===== config.mk =====
export PLATFORM = sky130hd
export DESIGN_NAME = mcom_top
export DESIGN_NICKNAME = d
export VERILOG_FILES = /design/src/mcom_pkg.sv /design/src/mcom_win_if.sv /design/src/mcom_top.sv /design/src/mcom_window_gen.sv
export VERILOG_INCLUDE_DIRS = /design/src /design/src/src
export SDC_FILE = /design/constraint.sdc
export NUM_CORES = 1
export LEC_CHECK = 0
export CAP_MARGIN = 20
export CORE_ASPECT_RATIO = 1.4
export CORE_UTILIZATION = 54
export DETAILED_ROUTE_END_ITERATION = 6
export DONT_BUFFER_PORTS = 1
export PLACE_DENSITY = 0.72
export SYNTH_ARGS = -nofsm -noshare
export SYNTH_HDL_FRONTEND = slang
export SYNTH_SLANG_ARGS = --single-unit
export TNS_END_PERCENT = 100

===== constraint.sdc =====
create_clock -name pclk -period 3.8 [get_ports pclk]
set_input_delay 0.76 -clock pclk [delete_from_list [all_inputs] [get_ports pclk]]
set_output_delay 0.76 -clock pclk [all_outputs]
set_load 0.01 [all_outputs]

===== src/mcom_params.svh =====
`ifndef MCOM_PARAMS_SVH
`define MCOM_PARAMS_SVH

// ----------------------------------------------------------------
// Register byte offsets
// ----------------------------------------------------------------
`define MCOM_ADDR_CTRL_A      8'h00
`define MCOM_ADDR_CTRL_B      8'h04
`define MCOM_ADDR_REF         8'h08
`define MCOM_ADDR_PRESCALER   8'h0C
`define MCOM_ADDR_PWM_CTRL    8'h10
`define MCOM_ADDR_CTRL_C      8'h14
`define MCOM_ADDR_PHASE       8'h18
`define MCOM_ADDR_POLARITY    8'h1C
`define MCOM_ADDR_GROUP       8'h20
`define MCOM_ADDR_STATUS      8'h24

// ----------------------------------------------------------------
// Field positions
// ----------------------------------------------------------------
`define MCOM_A_MOE_BIT        0
`define MCOM_A_DAC_BIT        1
`define MCOM_A_CKE_BIT        2
`define MCOM_REF_CSEL_BIT     0
`define MCOM_REF_AMPEN_BIT    1
`define MCOM_C_SENSOR_BIT     0
`define MCOM_C_ON_TIME_SAMPLING_FLAG_BIT       1
`define MCOM_C_DS_LSB         4
`define MCOM_PH_ACT_LSB       8
`define MCOM_ST_PWM_BIT       0
`define MCOM_ST_EMERG_BIT     1
`define MCOM_ST_DAC_BIT       2
`define MCOM_ST_PINS_LSB      8

// ----------------------------------------------------------------
// Reset values and output reset-state option codes
// ----------------------------------------------------------------
`define MCOM_RST_BYTE         8'h00
`define MCOM_OPT_HIZ          2'h0
`define MCOM_OPT_LOW          2'h1
`define MCOM_OPT_HIGH         2'h2

// ----------------------------------------------------------------
// Timing, counted in peripheral clock cycles at the reference rate
// ----------------------------------------------------------------
`define MCOM_REF_CLK_HZ       4000000
`define MCOM_OFF_STEP_NS      2500
`define MCOM_OFF_STEP_CYC     ((`MCOM_OFF_STEP_NS * (`MCOM_REF_CLK_HZ / 1000000)) / 1000)
`define MCOM_WIN_TICK_DIV     4
// Window period in ticks of WIN_TICK_DIV cycles, code 15 first
`define MCOM_WIN_TICKS_TABLE  {12'hA04, 12'h640, 12'h410, 12'h320, 12'h280, 12'h140, \
                               12'h0A0, 12'h064, 12'h050, 12'h041, 12'h037, 12'h032, \
                               12'h028, 12'h01E, 12'h019, 12'h014}

`endif


===== src/mcom_pkg.sv =====
package mcom_pkg;

  // Commutation step: C..D, D..Z, Z..C
  typedef enum logic [1:0] {
    STEP_DEMAG,
    STEP_BEMF,
    STEP_RUN
  } mcom_step_t;

  typedef logic [5:0] mcom_chan_t;

endpackage : mcom_pkg


===== src/mcom_win_if.sv =====
`timescale 1ns/1ps

interface mcom_win_if;
  logic [3:0] freq_sel;
  logic [3:0] off_sel;
  logic       zero_off;
  logic       cmp_high;
  logic       pwm_on;
  logic       window_start;

  modport gen  (input freq_sel, off_sel, zero_off, cmp_high, output pwm_on, window_start);
  modport ctrl (output freq_sel, off_sel, zero_off, cmp_high, input pwm_on, window_start);
endinterface : mcom_win_if


===== src/mcom_top.sv =====
// The implementer's own choices: the register offsets and the APB interface to the registers.
`timescale 1ns/1ps
`include "mcom_params.svh"

module mcom_top (
  // APB slave
  input  wire logic        pclk,
  input  wire logic        presetn,
  input  wire logic        psel,
  input  wire logic        penable,
  input  wire logic        pwrite,
  input  wire logic [7:0]  paddr,
  input  wire logic [31:0] pwdata,
  output logic      [31:0] prdata,
  output logic             pready,
  output logic             pslverr,
  // Motor events, same clock
  input  wire logic        commutation_event,
  input  wire logic        demag_event,
  input  wire logic        zero_cross_event,
  // Asynchronous inputs
  input  wire logic        comparator_out,
  input  wire logic        emergency_stop_pin_n,
  input  wire logic [1:0]  reset_state_option,
  // Analog routing and timer control
  output logic             amplifier_enable,
  output logic             comparator_input_select,
  output logic             delay_timer_clk_en,
  output logic             dz_event_enable,
  // Motor outputs
  output logic [5:0]       motor_output_pins,
  output logic [5:0]       motor_output_pins_oe_n
);

  // ----------------------------------------------------------------
  // Synchronisers
  // ----------------------------------------------------------------
  logic       cmp_s1, cmp_s2, em_s1, em_s2;
  logic [1:0] opt_s1, opt_s2;

  always_ff @(posedge pclk or negedge presetn) begin
    if (!presetn) begin
      cmp_s1 <= 1'b0;
      cmp_s2 <= 1'b0;
      em_s1  <= 1'b1;
      em_s2  <= 1'b1;
      opt_s1 <= `MCOM_OPT_HIZ;
      opt_s2 <= `MCOM_OPT_HIZ;
    end else begin
      cmp_s1 <= comparator_out;
      cmp_s2 <= cmp_s1;
      em_s1  <= emergency_stop_pin_n;
      em_s2  <= em_s1;
      opt_s1 <= reset_state_option;
      opt_s2 <= opt_s1;
    end
  end

  // ----------------------------------------------------------------
  // Register file and APB slave
  // ----------------------------------------------------------------
  logic                moe_reg, moe_next, dac_reg, dac_next, cke_reg, cke_next;
  logic [2:0]          os_reg, os_next;
  logic                os2_act_reg, os2_act_next;
  logic                csel_reg, csel_next, ampen_reg, ampen_next;
  logic [3:0]          freq_reg, freq_next, off_reg, off_next, ds_reg, ds_next;
  logic                sensor_reg, sensor_next, on_time_sampling_flag_reg, on_time_sampling_flag_next;
  mcom_pkg::mcom_chan_t preload_reg, preload_next, phase_reg, phase_next;
  mcom_pkg::mcom_chan_t pol_reg, pol_next, grp_reg, grp_next;
  mcom_pkg::mcom_step_t step_reg, step_next;
  logic [31:0]         prdata_next;
  logic                pready_next, pslverr_next;
  logic                tclk_next, dz_next;
  logic                wr_en, mapped, c_evt;

  mcom_win_if win ();

  always_comb begin
    wr_en = psel && penable && pready && pwrite;
    unique case (paddr)
      `MCOM_ADDR_CTRL_A, `MCOM_ADDR_CTRL_B, `MCOM_ADDR_REF, `MCOM_ADDR_PRESCALER,
      `MCOM_ADDR_PWM_CTRL, `MCOM_ADDR_CTRL_C, `MCOM_ADDR_PHASE, `MCOM_ADDR_POLARITY,
      `MCOM_ADDR_GROUP, `MCOM_ADDR_STATUS: mapped = 1'b1;
      default:                             mapped = 1'b0;
    endcase
    moe_next     = moe_reg;
    dac_next     = dac_reg;
    cke_next     = cke_reg;
    os_next      = os_reg;
    csel_next    = csel_reg;
    ampen_next   = ampen_reg;
    freq_next    = freq_reg;
    off_next     = off_reg;
    ds_next      = ds_reg;
    sensor_next  = sensor_reg;
    on_time_sampling_flag_next    = on_time_sampling_flag_reg;
    preload_next = preload_reg;
    pol_next     = pol_reg;
    grp_next     = grp_reg;
    c_evt        = commutation_event;
    if (wr_en) begin
      unique case (paddr)
        `MCOM_ADDR_CTRL_A: begin
          moe_next = pwdata[`MCOM_A_MOE_BIT];
          dac_next = pwdata[`MCOM_A_DAC_BIT];
          cke_next = pwdata[`MCOM_A_CKE_BIT];
        end
        `MCOM_ADDR_CTRL_B:    os_next = pwdata[2:0];
        `MCOM_ADDR_REF: begin
          csel_next  = pwdata[`MCOM_REF_CSEL_BIT];
          ampen_next = pwdata[`MCOM_REF_AMPEN_BIT];
        end
        `MCOM_ADDR_PRESCALER: freq_next = pwdata[3:0];
        `MCOM_ADDR_PWM_CTRL:  off_next  = pwdata[3:0];
        `MCOM_ADDR_CTRL_C: begin
          sensor_next = pwdata[`MCOM_C_SENSOR_BIT];
          on_time_sampling_flag_next   = pwdata[`MCOM_C_ON_TIME_SAMPLING_FLAG_BIT];
          ds_next     = pwdata[`MCOM_C_DS_LSB +: 4];
        end
        `MCOM_ADDR_PHASE: begin
          preload_next = pwdata[5:0];
          if (dac_reg) c_evt = 1'b1;
        end
        `MCOM_ADDR_POLARITY:  pol_next = pwdata[5:0];
        `MCOM_ADDR_GROUP:     grp_next = pwdata[5:0];
        default: ;
      endcase
    end
    // Emergency clear wins over a software write of the enable
    if (!em_s2) moe_next = 1'b0;
    // Preload is transparent on a direct write so the new value lands now
    phase_next   = c_evt ? preload_next : phase_reg;
    os2_act_next = c_evt ? os_next[2] : os2_act_reg;
    step_next    = step_reg;
    if (dac_reg) begin
      step_next = mcom_pkg::STEP_RUN;
    end else if (c_evt) begin
      step_next = mcom_pkg::STEP_DEMAG;
    end else if (demag_event && step_reg == mcom_pkg::STEP_DEMAG) begin
      step_next = mcom_pkg::STEP_BEMF;
    end else if (zero_cross_event && step_reg == mcom_pkg::STEP_BEMF) begin
      step_next = mcom_pkg::STEP_RUN;
    end
    tclk_next = cke_next && !dac_next;
    dz_next   = !dac_next;
    pready_next  = psel && !penable;
    pslverr_next = psel && !penable && !mapped;
    prdata_next  = 32'h0000_0000;
    if (psel && !penable) begin
      unique case (paddr)
        `MCOM_ADDR_CTRL_A:    prdata_next = {29'h0, cke_reg, dac_reg, moe_reg};
        `MCOM_ADDR_CTRL_B:    prdata_next = {29'h0, os_reg};
        `MCOM_ADDR_REF:       prdata_next = {30'h0, ampen_reg, csel_reg};
        `MCOM_ADDR_PRESCALER: prdata_next = {28'h0, freq_reg};
        `MCOM_ADDR_PWM_CTRL:  prdata_next = {28'h0, off_reg};
        `MCOM_ADDR_CTRL_C:    prdata_next = {24'h0, ds_reg, 2'b00, on_time_sampling_flag_reg, sensor_reg};
        `MCOM_ADDR_PHASE:     prdata_next = {18'h0, phase_reg, 2'b00, preload_reg};
        `MCOM_ADDR_POLARITY:  prdata_next = {26'h0, pol_reg};
        `MCOM_ADDR_GROUP:     prdata_next = {26'h0, grp_reg};
        `MCOM_ADDR_STATUS:    prdata_next = {18'h0, motor_output_pins, 5'h00, dac_reg,
                                             !em_s2, win.pwm_on};
        default:              prdata_next = 32'h0000_0000;
      endcase
    end
  end

  always_ff @(posedge pclk or negedge presetn) begin
    if (!presetn) begin
      moe_reg     <= 1'b0;
      dac_reg     <= 1'b0;
      cke_reg     <= 1'b0;
      os_reg      <= 3'h0;
      os2_act_reg <= 1'b0;
      csel_reg    <= 1'b0;
      ampen_reg   <= 1'b0;
      freq_reg    <= 4'h0;
      off_reg     <= 4'h0;
      ds_reg      <= 4'h0;
      sensor_reg  <= 1'b0;
      on_time_sampling_flag_reg    <= 1'b0;
      preload_reg <= 6'h00;
      phase_reg   <= 6'h00;
      pol_reg     <= 6'h00;
      grp_reg     <= 6'h00;
      step_reg    <= mcom_pkg::STEP_DEMAG;
      prdata      <= 32'h0000_0000;
      pready      <= 1'b0;
      pslverr     <= 1'b0;
      delay_timer_clk_en      <= 1'b0;
      dz_event_enable         <= 1'b1;
      amplifier_enable        <= 1'b0;
      comparator_input_select <= 1'b0;
    end else begin
      moe_reg     <= moe_next;
      dac_reg     <= dac_next;
      cke_reg     <= cke_next;
      os_reg      <= os_next;
      os2_act_reg <= os2_act_next;
      csel_reg    <= csel_next;
      ampen_reg   <= ampen_next;
      freq_reg    <= freq_next;
      off_reg     <= off_next;
      ds_reg      <= ds_next;
      sensor_reg  <= sensor_next;
      on_time_sampling_flag_reg    <= on_time_sampling_flag_next;
      preload_reg <= preload_next;
      phase_reg   <= phase_next;
      pol_reg     <= pol_next;
      grp_reg     <= grp_next;
      step_reg    <= step_next;
      prdata      <= prdata_next;
      pready      <= pready_next;
      pslverr     <= pslverr_next;
      delay_timer_clk_en      <= tclk_next;
      dz_event_enable         <= dz_next;
      amplifier_enable        <= ampen_next;
      comparator_input_select <= csel_next;
    end
  end

  // ----------------------------------------------------------------
  // Measurement window generator
  // ----------------------------------------------------------------
  assign win.freq_sel = freq_reg;
  assign win.off_sel  = off_reg;
  assign win.zero_off = sensor_reg || on_time_sampling_flag_reg || (ds_reg != 4'h0);
  assign win.cmp_high = cmp_s2;

  mcom_window_gen u_window (
    .pclk    (pclk),
    .presetn (presetn),
    .win     (win.gen)
  );

  // ----------------------------------------------------------------
  // Channel manager output stage
  // ----------------------------------------------------------------
  logic       pwm_low_grp;
  logic       out_force_n;
  logic [5:0] pin_next, oe_n_next;

  always_comb begin
    unique case (step_reg)
      mcom_pkg::STEP_DEMAG: pwm_low_grp = os2_act_reg;
      mcom_pkg::STEP_BEMF:  pwm_low_grp = os_reg[1];
      mcom_pkg::STEP_RUN:   pwm_low_grp = os_reg[0];
      default:              pwm_low_grp = os_reg[0];
    endcase
  end

  genvar gi;
  generate
    for (gi = 0; gi < 6; gi++) begin : g_chan
      logic on_lvl;
      // PWM gates only outputs in the group that the step selects
      assign on_lvl = phase_reg[gi] &&
                      ((grp_reg[gi] != pwm_low_grp) || win.pwm_on);
      always_comb begin
        if (!moe_reg || !em_s2) begin
          oe_n_next[gi] = (opt_s2 == `MCOM_OPT_HIZ);
          pin_next[gi]  = (opt_s2 == `MCOM_OPT_HIGH);
        end else begin
          oe_n_next[gi] = 1'b0;
          pin_next[gi]  = pol_reg[gi] ? on_lvl : !on_lvl;
        end
      end
    end
  endgenerate

  // Emergency reaches the pins with no clock; hi-Z is the only safe constant
  assign out_force_n = presetn && emergency_stop_pin_n;

  always_ff @(posedge pclk or negedge out_force_n) begin
    if (!out_force_n) begin
      motor_output_pins      <= 6'h00;
      motor_output_pins_oe_n <= 6'h3F;
    end else begin
      motor_output_pins      <= pin_next;
      motor_output_pins_oe_n <= oe_n_next;
    end
  end

endmodule : mcom_top


===== src/mcom_window_gen.sv =====
`timescale 1ns/1ps
`include "mcom_params.svh"

module mcom_window_gen #(
  parameter int TICK_DIV = `MCOM_WIN_TICK_DIV,
  parameter int OFF_STEP = `MCOM_OFF_STEP_CYC
) (
  // Clock and reset
  input wire logic pclk,
  input wire logic presetn,
  // Control and result
  mcom_win_if.gen  win
);

  localparam logic [191:0] PERIOD_TABLE = `MCOM_WIN_TICKS_TABLE;

  logic [3:0]  tick_reg, tick_next;
  logic [11:0] per_reg, per_next;
  logic [7:0]  off_reg, off_next;
  logic        open_reg, open_next;
  logic        pwm_reg, pwm_next;
  logic        start_reg, start_next;
  logic [11:0] period_ticks;
  logic [13:0] period_cyc;
  logic [7:0]  off_cyc;
  logic        tick_end;
  logic        per_end;

  // ----------------------------------------------------------------
  // Measurement window and PWM on/off
  // ----------------------------------------------------------------
  always_comb begin
    period_ticks = PERIOD_TABLE[win.freq_sel*12 +: 12];
    period_cyc   = 14'(32'(period_ticks) * TICK_DIV);
    off_cyc      = 8'((32'(win.off_sel) + 32'd1) * OFF_STEP);
    tick_end     = (tick_reg == 4'(TICK_DIV - 1));
    per_end      = tick_end && (per_reg >= period_ticks - 12'h001);
    tick_next    = tick_end ? 4'h0 : tick_reg + 4'h1;
    per_next     = !tick_end ? per_reg : (per_end ? 12'h000 : per_reg + 12'h001);
    start_next   = per_end;
    off_next     = off_reg;
    open_next    = open_reg;
    pwm_next     = pwm_reg;
    if (!win.zero_off && {6'h00, off_cyc} >= period_cyc) begin
      // Off window not shorter than the period: output held on
      pwm_next  = 1'b1;
      open_next = 1'b0;
    end else if (per_end) begin
      off_next  = 8'h00;
      open_next = !win.zero_off;
      pwm_next  = win.zero_off && !win.cmp_high;
    end else if (open_reg) begin
      off_next = off_reg + 8'h01;
      if (off_reg + 8'h01 >= off_cyc) begin
        open_next = 1'b0;
        pwm_next  = !win.cmp_high;
      end
    end else if (win.cmp_high) begin
      // Comparator trip stretches the off time past the minimum
      pwm_next = 1'b0;
    end
  end

  always_ff @(posedge pclk or negedge presetn) begin
    if (!presetn) begin
      tick_reg  <= 4'h0;
      per_reg   <= 12'h000;
      off_reg   <= 8'h00;
      open_reg  <= 1'b0;
      pwm_reg   <= 1'b0;
      start_reg <= 1'b0;
    end else begin
      tick_reg  <= tick_next;
      per_reg   <= per_next;
      off_reg   <= off_next;
      open_reg  <= open_next;
      pwm_reg   <= pwm_next;
      start_reg <= start_next;
    end
  end

  assign win.pwm_on       = pwm_reg;
  assign win.window_start = start_reg;

endmodule : mcom_window_gen


---- Yosys cells after proc, flatten, opt, wreduce, memory -nomap -nowiden ----
Cells that the tools add are included.
word-level totals
  register bits ........................... 126
  latch bits .............................. 0
  RAM bits ................................ 0
  ROM bits ................................ 0
  output and inout bits ................... 50
  logic and storage cells ................. 175
  memories kept ........................... 0
operators by class
  add/subtract/negate cells ............... 5
  multipliers ............................. 2
  div/mod/pow operators ................... 0
  $lt $le $gt $ge ......................... 3
  equality and inequality tests ........... 21
  shift operators ......................... 1
  mux-type cells .......................... 48
  bitwise logic cells ..................... 1
  reduce and logical (&&, ||, !) cells .... 58
operators with widths
  cell                       count
  $shiftx 192x9->12 const A  1
  $pmux 14 s10               1
  $mux 1                     33
  $eq 8x5->1 const B         4
  $mul 32x3->7 const B       1
  $reduce_and 2->1           10
  $logic_and 1x1->1          18
  $eq 8x4->1 const B         2
  $eq 8x6->1 const B         2
  $mux 8                     2
  $ge 8x14->1                1
  $mux 14                    1
  $logic_not 1->1            13
  $add 12x1->12 const B      1
  $ge 12x12->1               1
  $mux 12                    1
  $mux 6                     2
  $reduce_bool 4->1          3
  $sub 12x1->12 const B      1
  $reduce_or 10->1           1
  $logic_or 1x1->1           9
  $add 8x1->8 const B        1
  $eq 8x3->1 const B         1
  $ge 8x8->1                 1
  17 further kinds           28

---- Depth between registers and ports, before layout ----
  depth in word-level cells ............... 8
  depth in mapped cells ................... 17
  mapped depth without buffers ............ 15

---- Modules after synthesis ----
A second synthesis with hierarchy kept.
unflattened totals
  cells, all modules ...................... 646
  area, all modules ....................... 6,638.9 um^2
by module, submodules not included
  module           instances  cells each  area each (um^2)  seq. area each (um^2)
  mcom_top         1          347         4,011.3           2,057.0
  mcom_window_gen  1          299         2,627.5           675.6

---- Worst setup path after synthesis ----
Ideal clock, no wire load.
  path type ............................... flip-flop to flip-flop
  from .................................... register freq_reg[1]
  to ...................................... register u_window.off_reg[0]
  library setup time ...................... 0.125 ns
  data arrival time ....................... 3.875 ns
  required time ........................... 3.675 ns
  path slack .............................. -0.200 ns
  cell stages (with the launch flop) ...... 18
  path buffers ............................ 2
  period minus slack after synthesis ...... 4.000 ns
  path through ............................ dfrtp_1 -> clkbuf_1 -> inv_1 -> ha_1 -> nand2b_1 -> a31oi_2 -> nand2_1 -> nor4_4 -> xor2_1 -> o2111ai_1 -> ha_1 -> nand4_1 -> a2111o_1 -> o221ai_2 -> o21a_1 -> buf_4 -> o21ai_1 -> mux2_2
on the way
  longest elaborated chain between the ends .. 7
  elaborated cells on any way between the ends .. 11
RTL lines
  element                             RTL line               RTL
  start, declared                     mcom_top.sv:66         logic [3:0] freq_reg, freq_next, off_reg, off_next, ds_reg, ds_next;
  start signal, assigned              mcom_top.sv:201        freq_reg <= freq_next;
  $mul 4x2->6 (*)                     mcom_window_gen.sv:33  period_ticks = PERIOD_TABLE[win.freq_sel*12 +: 12];
  $shiftx 192x9->12 (*)               mcom_window_gen.sv:33
  $sub 12x1->12                       mcom_window_gen.sv:37  per_end = tick_end && (per_reg >= period_ticks - 12'h001);
  $ge 12x12->1                        mcom_window_gen.sv:37
  $logic_and 1x1->1                   mcom_window_gen.sv:37
  $reduce_bool 2->1 (no source line)  n/a
  $reduce_and 2->1 (no source line)   n/a
  end signal, assigned                mcom_window_gen.sv:75  off_reg <= off_next;
  end, declared                       mcom_window_gen.sv:19  logic [7:0] off_reg, off_next;
Mark *: on every way between the ends. The rest lies on a longest branch, timed or not.
A chain may end at the register's enable or synchronous reset.

---- Final worst setup path ----
  from .................................... register off_reg[0]
  to ...................................... register u_window.off_reg[4]
on the way
  longest elaborated chain between the ends .. 6
RTL lines
  element                            RTL line               RTL
  start, declared                    mcom_top.sv:66
  start signal, assigned             mcom_top.sv:202        off_reg <= off_next;
  $add 4x1->5                        mcom_window_gen.sv:35  off_cyc = 8'((32'(win.off_sel) + 32'd1) * OFF_STEP);
  $mul 32x3->7                       mcom_window_gen.sv:35
  $ge 8x14->1                        mcom_window_gen.sv:44  if (!win.zero_off && {6'h00, off_cyc} >= period_cyc) begin
  $logic_and 1x1->1                  mcom_window_gen.sv:44
  $not 1->1 (no source line)         n/a
  $reduce_and 2->1 (no source line)  n/a
Every way passes these cells.

==> out/qor.tcl <==
set qor(status) {finished, final reports clean}
set qor(global_route.overflow_total) 0
set qor(vias_per_cell) 5.87
set qor(synth_top_flop_cell) {dfrtp_1}
set qor(synth-edff-count) 0
set qor(groute.layer.met1.usage_pct) 26.6
set qor(timing.slew.headroom_pct) 47.3
set qor(postSynth.asyncResetShare_pct) 100
set qor(clock-skew-final_ns) 0.00406
set qor(clock_transition_at_path_regs_ns) 0.08
set qor(layout.filler_cells) 904
set qor(crit_path_end_kind) {flip-flop}
set qor(worstPathCellList) {nand3_1 -> xor2_2 -> inv_1 -> ha_1 -> ha_1 -> fa_1 -> xnor2_1 -> xor2_1 -> ha_1 -> a21o_1 -> a221o_1 -> and4b_1 -> buf_4 -> a21oi_1 -> o22ai_1}
set qor(drive_gt1_share_pct) 24.1
set qor(sequential_cell_area_sq_mm) 0.00271
set qor(fin_total_pwr_mw) 2.36
set qor(cts_inserted_buffers) 9
set qor(timing.critical_path.fanout_max) 5
set qor(register_bit_count_reported_by_yosys) 108
set qor(synth_warnings) 0
set qor(netlist.area_leader.share_pct) 41.4
set qor(timing.rr.end) {u_window.off_reg[4]}
set qor(grt_use_total_pct) 25.4
set qor(final.setup.tns_ns) 0
set qor(crit_slowest_cell) {dfrtp_2}
set qor(largest_reg_flops) 14
set qor(worstPathArrival_ns) 3.91
set qor(finalCritPeriodShare_pct) 96.8
set qor(dr_total_vias) 4647
set qor(top_usage_layer) {met2}
set qor(max_stage_delay_ns) 0.43
set qor(dpl.hpwl_um) 11000
set qor(clock_path_buffers) 2
set qor(drtIter0Drc) 204
set qor(post_synthesis_instance_total) 599
set qor(synth_top_area_cell) {dfrtp_1}
set qor(rows) 46
set qor(boundaryPins) 102
set qor(synth_area_sq_mm) 0.00628
set qor(fp.dieArea_sq_mm) 0.0121
set qor(maxCapViolCount) 0
set qor(timing.reg2reg.worst_path_depth) 15
set qor(post_synth_main_area_contributors) {dfrtp_1 41%, mux2_2 8.2%, ha_1 8.2%}
set qor(post_synth.cell_area_avg_sq_um) 10.5
set qor(setup.worst_path.start_class) {flip-flop}
set qor(reg2reg_setup_slack_ns) 0.12
set qor(final_antenna_net_count) 0
set qor(place.port_buffers) 0
set qor(power.density_cell_area_mw_per_mm2) 335
set qor(synth_seq_area_share_pct) 43.1
set qor(power_report.internal_total_mw) 1.74
set qor(tightest_slew_ns) 0.789
set qor(hold_path_class) {in -> async}
set qor(cts_htree_levels) 3
set qor(syn_to_final_growth_pct) 12.4
set qor(grt_pass1_wl_um) 23300
set qor(swShare_pct) 26.3
set qor(yosysUniqueCellTypes) 72
set qor(total_switching_power_uw) 620
set qor(power_frac_comb_pct) 7.8
set qor(design.core.area_sq_mm) 0.0113
set qor(worst_skew_pair.late_latency_ns) 0.35
set qor(final-hold-violation-count) 0
set qor(groute.layer.met3.usage_pct) 4.40
set qor(pwr-share-seq_pct) 52.0
set qor(die_ht_um) 130
set qor(grt_max_degree) 103
set qor(final_net_count) 737
set qor(gr-usage-met2_pct) 47.7
set qor(vias_in_the_first_global_route) 4852
set qor(cts_tree) {done}
set qor(cts_sinks) 108
set qor(timing_max_transition_violations_final) 0
set qor(reg2reg_from) {off_reg[0]}
set qor(worstSetupPathType) {reg -> reg}
set qor(floorplan.die.width_um) 93.2
set qor(clk_root_buffer_cell) {clkbuf_16}
set qor(floorplan.initialDensity_pct) 55.4
set qor(critPathMostFrequentCell) {ha_1}
set qor(drt-total-wl_um) 14500
set qor(wl_per_cell_um) 18.3
set qor(max_freq_mhz) 272
set qor(route.detailed.drc) 0
set qor(finalWorstPathRequiredPeriod_ns) 3.68
set qor(antenna_violations_before_repair) 0
set qor(gp_congestion) 0.911
set qor(peakVddDrop_uv) 272
set qor(required_time_at_the_worst_slack_endpoint_ns) 4.03
set qor(power.static_leakage_nw) 3.29
set qor(setup_viol) 0
set qor(number_of_antenna_repair_diodes) 0
set qor(clock_power_share_pct) 40.2
set qor(firstDrtPassIters) 5
set qor(multi_input_comb_area_sq_mm) 0.00334
-- layout by cell type, fill, tap and decap left out, types with 3 or more instances in the layout --
cell type,instances
dfrtp_1,103
buf_4,53
mux2_2,46
nand2_1,43
ha_1,38
nor2_1,35
inv_1,31
o21ai_0,23
a21oi_1,20
xnor2_1,19
conb_1,18
nand3_1,17
xor2_1,16
a22oi_1,14
nand2b_1,13
nor3_1,9
clkbuf_16,9
a31oi_1,8
and2_1,7
mux2i_1,7
o22ai_1,7
nand4_1,6
o21ai_1,5
nand2_2,4
nor3_4,4
a22o_1,4
nand3b_1,4
dfstp_2,4
or2_2,3
nor2b_1,3
nor3_2,3
a32oi_1,3
or3_4,3
and3_1,3
a221oi_1,3
ha_2,3
clkinv_8,3
-- how the worst max path moves through the flow --
stage	slack, ns	cells past startpoint	from	to
after detailed placement	-0.02	16	freq_reg[1]	u_window.win.pwm_on
after floorplan	0.02	17	freq_reg[1]	u_window.off_reg[0]
after CTS	-0.03	16	freq_reg[0]	u_window.win.pwm_on
final	0.12	15	off_reg[0]	u_window.off_reg[4]
after global placement	0.06	14	freq_reg[0]	u_window.off_reg[0]
after global routing	-0.01	17	freq_reg[0]	u_window.win.pwm_on
-- synth_stat cells (5+ instances only) --
cell type    n
dfrtp_1    104
mux2_2      46
nand2_1     44
ha_1        41
nor2_1      35
inv_1       31
buf_4       26
o21ai_0     24
a21oi_1     21
xnor2_1     19
nand3_1     17
xor2_1      17
a22oi_1     14
nand2b_1    13
nor3_1      11
a31oi_1      8
mux2i_1      8
and2_1       7
o22ai_1      7
clkbuf_1     6
nand4_1      6
o21ai_1      5
-- cells by family after synthesis --
logic type,after synthesis,synth area share (%)
and+or+nand+nor,171,14.9
AOI/OAI and AO/OA,117,12.7
DFF,108,43.1
buffers and inverters,69,5.87
muxes,55,9.88
adders and majority gates,42,8.48
xor gates and xnor gates,36,5.02
other,1,0.0597
-- metrics by stage --
step	cells	hold slack (ns)	util, %	cell area (sq um)	setup WS, ns
2_1_floorplan	616	0.331	-	6350	0.0192
6_report	792	0.0969	62.3	7060	0.123
5_1_grt	792	0.0796	62.3	7060	-0.0140
3_5_place_dp	766	0.336	58.2	6600	-0.0221
4_1_cts	784	0.0822	61.3	6950	-0.0296
3_3_place_gp	766	0.334	58.2	6600	0.0633
-- cell type report --
cell class	instances	share of cell area, %
repair buffers	53	5.63
multi-input cells	439	47.3
inverters	32	1.70
clock buffers	9	3.19
flip-flops and latches	108	38.4
clock inverters	7	1.22
well taps	144	2.55
-- power by group through the flow --
stage,Sequential [mW],Clock (mW),Combinational (mW)
detailed placement,1.25,0,0.178
floorplan,1.24,0,0.165
global route,1.24,1.00,0.210
global placement,1.25,0,0.170
CTS,1.23,0.971,0.183
finish,1.23,0.949,0.184
-- metal layers --
layer | vias to the layer above | share of wire, %
li1 | 2191 | -
met1 | 2305 | 37
met2 | 115 | 56
met3 | 36 | 3.6
met4 | 0 | 3.9
met5 | - | 0
-- critical path, delay by kind of cell (launching register included) --
| family | cells | cell delay (ns) |
|---|---|---|
| flip-flops | 1 | 0.43 |
| adder cells (fa/ha/maj) | 4 | 1.18 |
| AND/OR/NAND/NOR | 2 | 0.36 |
| buffers and inverters | 2 | 0.23 |
| AO/OA/AOI/OAI | 4 | 0.77 |
| XOR/XNOR | 3 | 0.58 |
-- repair_timing --
item | in CTS | in global routing
setup buffers | 2 | 8
pin swaps | 1 | 8
hold buffers | 0 | 0
setup endpoints to repair | 7 | 21
resized for setup | 4 | 13
Power figures use the tool's default switching activity.
